### src/swr_pkg.sv
package swr_pkg;
  // ----------------------------------------------------------------
  // Timebase
  // ----------------------------------------------------------------
  localparam int CLK_HZ = 250_000_000;
  localparam int TICK_MS = 1;
  localparam int TICK_CYCLES = CLK_HZ / 1000 * TICK_MS;
  localparam int PRE_W = 18;

  // ----------------------------------------------------------------
  // Reset pulse and watchdog timing, in milliseconds and in ticks
  // ----------------------------------------------------------------
  localparam int RST_PULSE_MS = 200;
  localparam int RST_MIN_MS = 140;
  localparam int WD_TIMEOUT_MS = 1600;
  localparam int RST_W = 8;
  localparam int WD_W = 11;
  localparam logic [RST_W-1:0] RST_TICKS = RST_W'(RST_PULSE_MS / TICK_MS);
  localparam logic [RST_W-1:0] RST_MIN_TICKS = RST_W'(RST_MIN_MS / TICK_MS);
  localparam logic [WD_W-1:0] WD_TICKS = WD_W'(WD_TIMEOUT_MS / TICK_MS);

  // ----------------------------------------------------------------
  // Analog trip points, resolved outside this logic
  // ----------------------------------------------------------------
  localparam real TRIP_HI_V = 4.65;
  localparam real TRIP_LO_V = 4.40;
  localparam real PFAIL_V = 1.25;

  // ----------------------------------------------------------------
  // Reset values
  // ----------------------------------------------------------------
  localparam logic RESET_N_RST = 1'b0;
  localparam logic WDO_N_RST = 1'b0;
  localparam logic PFO_N_RST = 1'b1;
endpackage

### src/swr_top.sv
`timescale 1ns/1ps
// What this block does
// - Reset outputs are asserted whenever the supply-low indication is present.
// - A triggered reset drives the active-low reset output low for about 200 ms.
// - Reset is held 200 ms after supply-low clears or manual reset goes high again.
// - A low level on the manual reset input triggers a reset pulse.
// - After the first kick edge following reset, the expiry output goes low when the kick input shows no edge for 1.6 s.
// - The watchdog timer clears during reset, while the kick is floating, and on each edge.
// - A floating kick input disables the watchdog, so it neither counts nor expires.
// - After expiry the expiry output stays low until the watchdog is cleared.
// - The expiry output is low during supply-low and goes high as soon as it clears.
// - A watchdog expiry never asserts reset by itself.
// - The active-high reset output is always the complement of the active-low one.
// - The power-fail flag is low while the comparator reports the sense input low.
// - A variant option drops the watchdog and keeps both reset outputs.
// - A brownout during a pulse in progress restarts it, so reset is held the full 200 ms after supply-low clears.
// - After reset, the first kick edge starts a fresh countdown and each edge restarts it.
module swr_top #(
  parameter int TICK_CYCLES = swr_pkg::TICK_CYCLES,
  parameter bit HAS_WATCHDOG = 1'b1
) (
  // Clock and reset
  input wire logic clock,
  input wire logic nrst,
  // Analog comparator results
  input wire logic supply_low,
  input wire logic power_fail_sense_in,
  // Board inputs
  input wire logic manual_reset_n,
  input wire logic watchdog_kick_in,
  input wire logic watchdog_kick_hiz,
  // Outputs
  output logic reset_n,
  output logic reset_out,
  output logic watchdog_expired_n,
  output logic power_fail_flag_n
);

  // ----------------------------------------------------------------
  // Internal reset
  // ----------------------------------------------------------------
  // Supply-low resets all counters at once, no clock needed
  logic arst_n;
  assign arst_n = nrst & ~supply_low;

  // ----------------------------------------------------------------
  // Input synchronisers
  // ----------------------------------------------------------------
  logic mr_s1_q, mr_s2_q;
  logic kick_s1_q, kick_s2_q, kick_s3_q;
  logic hiz_s1_q, hiz_s2_q;
  logic pf_s1_q, pf_s2_q;

  // Two flops per pin; the third kick flop only feeds the edge detector
  always_ff @(posedge clock or negedge arst_n)
  begin
    if (!arst_n)
    begin
      mr_s1_q <= 1'b1;
      mr_s2_q <= 1'b1;
      kick_s1_q <= 1'b0;
      kick_s2_q <= 1'b0;
      kick_s3_q <= 1'b0;
      hiz_s1_q <= 1'b1;
      hiz_s2_q <= 1'b1;
      pf_s1_q <= 1'b0;
      pf_s2_q <= 1'b0;
    end
    else
    begin
      mr_s1_q <= manual_reset_n;
      mr_s2_q <= mr_s1_q;
      kick_s1_q <= watchdog_kick_in;
      kick_s2_q <= kick_s1_q;
      kick_s3_q <= kick_s2_q;
      hiz_s1_q <= watchdog_kick_hiz;
      hiz_s2_q <= hiz_s1_q;
      pf_s1_q <= power_fail_sense_in;
      pf_s2_q <= pf_s1_q;
    end
  end

  // Edges only count while the pin is really driven
  // A rising and a falling level both count as activity
  logic kick_edge;
  assign kick_edge = (kick_s2_q ^ kick_s3_q) & ~hiz_s2_q;

  // ----------------------------------------------------------------
  // Prescaler
  // ----------------------------------------------------------------
  logic [swr_pkg::PRE_W-1:0] pre_q;
  logic tick_q;

  // Free-running; a pulse may start anywhere in a tick, so it runs
  // up to one tick short of its nominal length
  always_ff @(posedge clock or negedge arst_n)
  begin
    if (!arst_n)
    begin
      pre_q <= '0;
      tick_q <= 1'b0;
    end
    else if (pre_q == swr_pkg::PRE_W'(TICK_CYCLES - 1))
    begin
      pre_q <= '0;
      tick_q <= 1'b1;
    end
    else
    begin
      pre_q <= pre_q + 1'b1;
      tick_q <= 1'b0;
    end
  end

  // ----------------------------------------------------------------
  // Reset pulse generator
  // ----------------------------------------------------------------
  logic [swr_pkg::RST_W-1:0] rst_cnt_q;
  logic reset_n_q, reset_q;

  // Manual reset low holds the count at zero; release starts the
  // full pulse, which also swallows switch bounce
  always_ff @(posedge clock or negedge arst_n)
  begin
    if (!arst_n)
    begin
      rst_cnt_q <= '0;
      reset_n_q <= swr_pkg::RESET_N_RST;
      reset_q <= ~swr_pkg::RESET_N_RST;
    end
    else if (!mr_s2_q)
    begin
      rst_cnt_q <= '0;
      reset_n_q <= 1'b0;
      reset_q <= 1'b1;
    end
    else if (!reset_n_q && tick_q)
    begin
      if (rst_cnt_q == swr_pkg::RST_TICKS - 1'b1)
      begin
        reset_n_q <= 1'b1;
        reset_q <= 1'b0;
      end
      else
      begin
        rst_cnt_q <= rst_cnt_q + 1'b1;
      end
    end
  end

  assign reset_n = reset_n_q;
  assign reset_out = reset_q;

  // ----------------------------------------------------------------
  // Watchdog
  // ----------------------------------------------------------------
  logic [swr_pkg::WD_W-1:0] wd_cnt_q;
  logic armed_q, wdo_q;
  logic wd_clear;

  // Clear sources gathered in one term for the output; the counter repeats them in its own branches
  assign wd_clear = !reset_n_q || hiz_s2_q || kick_edge;

  // Counting starts only with the first edge after reset
  // A processor that never kicks after reset is therefore never flagged
  always_ff @(posedge clock or negedge arst_n)
  begin
    if (!arst_n)
    begin
      armed_q <= 1'b0;
      wd_cnt_q <= '0;
    end
    else if (!HAS_WATCHDOG || !reset_n_q || hiz_s2_q)
    begin
      armed_q <= 1'b0;
      wd_cnt_q <= '0;
    end
    else if (kick_edge)
    begin
      armed_q <= 1'b1;
      wd_cnt_q <= '0;
    end
    else if (armed_q && wdo_q && tick_q)
    begin
      wd_cnt_q <= wd_cnt_q + 1'b1;
    end
  end

  // Low from supply-low, high on the very first edge after it clears
  always_ff @(posedge clock or negedge arst_n)
  begin
    if (!arst_n)
      wdo_q <= swr_pkg::WDO_N_RST;
    else if (!HAS_WATCHDOG || wd_clear)
      wdo_q <= 1'b1;
    else if (armed_q && tick_q && wd_cnt_q == swr_pkg::WD_TICKS - 1'b1)
      wdo_q <= 1'b0;
  end

  assign watchdog_expired_n = wdo_q;

  // ----------------------------------------------------------------
  // Power-fail flag
  // ----------------------------------------------------------------
  logic pfo_q;

  // Inverted copy of the comparator, delayed by the synchroniser and one more flop
  always_ff @(posedge clock or negedge arst_n)
  begin
    if (!arst_n)
      pfo_q <= swr_pkg::PFO_N_RST;
    else
      pfo_q <= ~pf_s2_q;
  end

  assign power_fail_flag_n = pfo_q;
endmodule

### config.mk
export PLATFORM = sky130hd
export DESIGN_NAME = swr_top
export DESIGN_NICKNAME = d
export VERILOG_FILES = /design/src/swr_pkg.sv /design/src/swr_top.sv
export SDC_FILE = /design/constraint.sdc
export NUM_CORES = 1
export LEC_CHECK = 0
export ABC_AREA = 0
export BUFFER_PORTS_ARGS = -buffer_cell sky130_fd_sc_hd__buf_2
export CAP_MARGIN = 5
export CORE_UTILIZATION = 54
export CTS_CLUSTER_SIZE = 8
export DETAILED_ROUTE_END_ITERATION = 10
export PLACE_DENSITY_LB_ADDON = 0.3
export SYNTH_ARGS = -nofsm -noshare
export SYNTH_HDL_FRONTEND = slang
export SYNTH_SLANG_ARGS = --single-unit
export TNS_END_PERCENT = 20
### constraint.sdc
create_clock -name clock -period 3.7 [get_ports clock]
set_input_delay 0.74 -clock clock [delete_from_list [all_inputs] [get_ports clock]]
set_output_delay 0.74 -clock clock [all_outputs]
set_load 0.05 [all_outputs]
Yosys cells after proc, flatten, opt, wreduce, memory -nomap -nowiden
Cells that the tools add are included.

Register bits: 52. Bits of input ports: 7. Output and inout bits: 4. Logic and storage cells: 64.

Add/sub/neg operators: 3. Equality and inequality tests: 6. Muxes and demuxes: 18. Bitwise operators: 6. Reduce and logical (&&, ||, !) cells: 13.

Operator list (count): $mux 11 (3); $mux 8 (3); $add 18x1->18 const B (1); $eq 18x18->1 const B (1); $mux 18 (1); $add 11x1->11 const B (1); $eq 11x11->1 const B (1); $mux 1 (11); $add 8x1->8 const B (1); $eq 8x8->1 const B (1); $logic_and 1x1->1 (5); $ne 2x1->1 const B (2); $reduce_and 2->1 (2); $reduce_bool 2->1 (2); $not 1->1 (3); $reduce_bool 3->1 (1); $and 1x1->1 (2); $logic_or 1x1->1 (2); $ne 2x2->1 const B (1); $logic_not 1->1 (1); $xor 1x1->1 (1).

Logic depth before layout (Yosys ltp)
Word-level depth: 5. Depth in mapped cells: 6. Gate-level depth less buffers: 5.

Worst setup path before layout
OpenSTA, ideal clock, no wires.

Path kind: reg2reg. Start point: register reset_n_q, in the netlist reset_n. End point: register rst_cnt_q[5] (netlist bit). Setup time: 79 ps. Arrival: 1689 ps. Data required time: 3621 ps. Slack: 1932 ps. Cell stages (with the launch flop): 5. Path buffers: 0. Period minus slack after synthesis: 1768 ps. Path through: dfrtp_1 -> and2b_1 -> o41ai_4 -> or4_1 -> a21oi_1.

Longest elaborated chain between the ends: 4.

Ends and longest elaborated chain: start: declaration (RTL line swr_top.sv:119) `logic reset_n_q, reset_q;`; start signal: assignment (RTL line swr_top.sv:128) `reset_n_q <= swr_pkg::RESET_N_RST;`; $logic_not 1->1 (RTL line swr_top.sv:137) `else if (!reset_n_q && tick_q)`; $logic_and 1x1->1 (RTL line swr_top.sv:137); $ne 2x1->1 (no source line); $reduce_and 2->1 (no source line); end signal: assignment (RTL line swr_top.sv:146) `rst_cnt_q <= rst_cnt_q + 1'b1;`; end: declaration (RTL line swr_top.sv:118) `logic [swr_pkg::RST_W-1:0] rst_cnt_q;`.

Every way passes these cells. A chain may end at the register's enable or synchronous reset.

Final worst setup path
Start point: register reset_q, in the netlist reset_out. End point: output reset_out.

RTL lines: start: declaration (RTL line swr_top.sv:119); start signal: assignment (RTL line swr_top.sv:129) `reset_q <= ~swr_pkg::RESET_N_RST;`; end: declaration (RTL line swr_top.sv:34) `output logic reset_out,`.

No word-level cell between the ends.

==> results.py <==
metrics = {
    "critical_path": {
        "endpoint": "reset_out",
        "crit_arrival_ns": 1.08,
        "cp_num_buf_inv": 1,
        "critPathSlowestCell": "dfstp_2",
        "crit_family": "flip-flops",
        "cp_slowest_stage_delay_ns": 0.53,
        "worstReg2RegStart": "pre_q[9]",
        "ff2ff_path_depth": 5,
        "crit_path_end_kind": "output port",
        "r2r_setup_slack_ns": 1.91,
        "crit_type": "reg -> out",
        "path_depth": 1,
        "critical_path_required_ns": 2.96,
        "critPathMaxFanout": 2,
        "worstReg2RegEnd": "pre_q[4]",
        "startpoint": "reset_out",
        "worstSetupStartpointType": "flip-flop",
        "critical_path.cell_chain": "buf_2",
    },
    "clock_network": {
        "htree_num_levels": 2,
        "cts.repair.resized": 0,
        "root_buffer": "clkbuf_8",
        "cts_buffer_depth": 2,
        "cts_inserted_buffers": 5,
        "post_cts_buffers": 0,
        "cts_tree": "done",
        "cts_hold_buf": 0,
        "cts_num_sinks": 52,
        "clk-insertion-delay-late_ns": 0.30,
        "clkTransAtPathRegs_ns": 0.08,
    },
    "timing": {
        "slew_viol_final": 0,
        "worstMarginPinSlew_ns": 0.741,
        "final_hold_viol_count": 0,
        "grt_setup_unrepaired": "no",
        "relSlewSlack_pct": 50.5,
        "clock_skew_ns": 0.00559,
        "layout_min_cycle_time_ns": 1.82,
        "worst_hold_slack_ns": 0.356,
        "max_freq_mhz": 551,
        "tns_ns": 0,
        "finalSetupViolCount": 0,
        "fin_crit_sh_pct": 49.1,
    },
    "place": {
        "placed_area_mm2": 0.00242,
        "dp_hpwl_um": 2610,
        "numPortBuffers": 10,
        "gp_congestion": 0.821,
    },
    "finish": {
        "layout.nets": 238,
        "stdcell_area_mm2": 0.00251,
        "area_delta_synth_final_pct": 9.24,
        "antenna_cells": 0,
        "final_util_pct": 61.9,
        "layout-drive-gt1-share_pct": 14.4,
    },
    "routing": {
        "drt_pass1_iterations": 4,
        "wl_um": 3670,
        "via_per_inst": 5.55,
        "wl_per_cell_um": 13.2,
        "vias": 1549,
        "drcViolationCount": 0,
        "drt_iter0_markers": 83,
        "postRouteAntennaNets": 0,
    },
    "synthesis": {
        "post_synth_num_cell_types": 39,
        "yosys_warnings": 0,
        "yosys.area.top_type": "dfrtp_1",
        "synth_top_area_share_pct": 50.0,
        "synth_nets": 223,
        "async_flop_share_pct": 100,
        "synth_edf_count": 0,
        "synthCells": 213,
        "synthTopCellsByArea": "dfrtp_1 (50%), dfstp_2 (6.9%), xor2_1 (5.7%), nor2_1 (5.1%), xnor2_1 (4.6%)",
        "synth_area_mm2": 0.00230,
        "ys_seq_area_share_pct": 56.9,
        "ys.flop_type": "dfrtp_1",
        "synth_seq_cells": 52,
        "avgSynthCellArea_um2": 10.8,
    },
    "global_routing": {
        "grt_pass1_wl_um": 6460,
        "antenna_found_initial": 0,
        "grt_max_degree": 30,
        "grt.total_usage_pct": 19.6,
        "grt_pass1_vias": 1452,
        "grt_overflow": 0,
    },
    "floorplanning": {
        "initial_core_util_pct": 56.7,
        "die_h_um": 67.3,
        "ios": 11,
        "core_mm2": 0.00406,
        "fp.dieW_um": 67.3,
        "die_area_mm2": 0.00453,
        "rows": 23,
    },
    "pwr": {
        "p_leak_nw": 1.09,
        "p_per_area_mw_per_mm2": 367,
        "peakVddDrop_uv": 283,
        "total_power_w": 0.000922,
    },
    "run": {
        "maxCapViolations": 0,
    },
    "status": {
        "status": "complete, no violations",
    },
    "hold_path": {
        "min_path_type": "reg -> reg",
    },
}
[stage by stage]
step | instances | worst slack [ns]
2_1_floorplan | 213 | 1.22
3_3_place_gp | 271 | 1.87
3_5_place_dp | 271 | 1.86
4_1_cts | 279 | 1.87
5_1_grt | 279 | 1.77
6_report | 279 | 1.88
[worst min-delay path by stage]
stage          startpoint  cells after the start                 to  slack (ns)
2_1_floorplan   kick_s1_q                      0          kick_s2_q        0.33
3_5_place_dp    kick_s1_q                      0          kick_s2_q        0.34
6_report          pf_s1_q                      0            pf_s2_q        0.36
5_1_grt           pf_s1_q                      0            pf_s2_q        0.36
4_1_cts           pf_s2_q                      1  power_fail_flag_n        0.36
3_3_place_gp      pf_s1_q                      0            pf_s2_q        0.34
[Yosys cell counts, drive strengths merged, types with 2 or more instances]
cell and count:
nand3 14, and2 3, clkbuf 3, or2 2
o21ai 3, nor4b 2, o31ai 3, nand4 10
nor3 3, or3 2, a21oi 7, dfrtp 46
nor4 9, xnor2 12, or4 4, nand2 13
dfstp 6, ha 3, inv 5, and3 4
nor2b 2, nor2 31, xor2 15
[area by class of cell]
type,count,area (um^2)
Clock buffer,7,86.3
Clock inverter,1,7.51
Fill cell,308,1540
Inverter,6,22.5
Multi-Input combinational cell,151,961
Sequential cell,52,1310
Tap cell,50,62.6
Timing Repair Buffer,12,65.1
[cells by family (layout without fill, tap and decap cells)]
| family | count (synthesis) | after routing | share of synthesized area [%] |
|---|---|---|---|
| simple gates | 103 | 103 | 23.4 |
| flops | 52 | 52 | 56.9 |
| xor+xnor | 27 | 27 | 10.3 |
| compound gates | 16 | 16 | 5.17 |
| buf+inv | 10 | 26 | 1.69 |
| fa+ha+maj | 3 | 3 | 1.63 |
| mux | 2 | 2 | 0.924 |
[sequential cells by signal (all words and copies together), names as in the netlist]
| name | cells |
|---|---|
| pre_q | 18 |
| wd_cnt_q | 11 |
| rst_cnt_q | 8 |
| armed_q | 1 |
| hiz_s1_q | 1 |
| hiz_s2_q | 1 |
| kick_s1_q | 1 |
| kick_s2_q | 1 |
| kick_s3_q | 1 |
| mr_s1_q | 1 |
| mr_s2_q | 1 |
| pf_s1_q | 1 |
| pf_s2_q | 1 |
| power_fail_flag_n | 1 |
| reset_n | 1 |
| reset_out | 1 |
| tick_q | 1 |
| watchdog_expired_n | 1 |
[per-layer routing]
layer	global-route usage (%)	wire (um)
met2	28.9	1660
met3	3.04	112
met5	0	0
met4	10.1	63
met1	28.1	1830
[power breakdown]
group          switching, W  internal [W]
logic             0.0000156    0.00000514
registers        0.00000199      0.000576
clock network      0.000172      0.000152
total              0.000190      0.000733
[placed cells by master (no fill, tap or decap), types with 2 or more instances in the layout]
cell type	count
a21oi_1	6
and2_1	3
and3_1	3
buf_2	10
buf_4	2
clkbuf_8	6
dfrtp_1	46
dfstp_2	6
ha_1	3
inv_1	5
nand2_1	13
nand3_1	14
nand4_1	9
nor2_1	31
nor3_1	3
nor4_1	9
nor4b_1	2
o21ai_0	3
o31ai_1	3
or3_1	2
or4_1	3
xnor2_1	12
xor2_1	15
(Power assumes the default switching activity.)
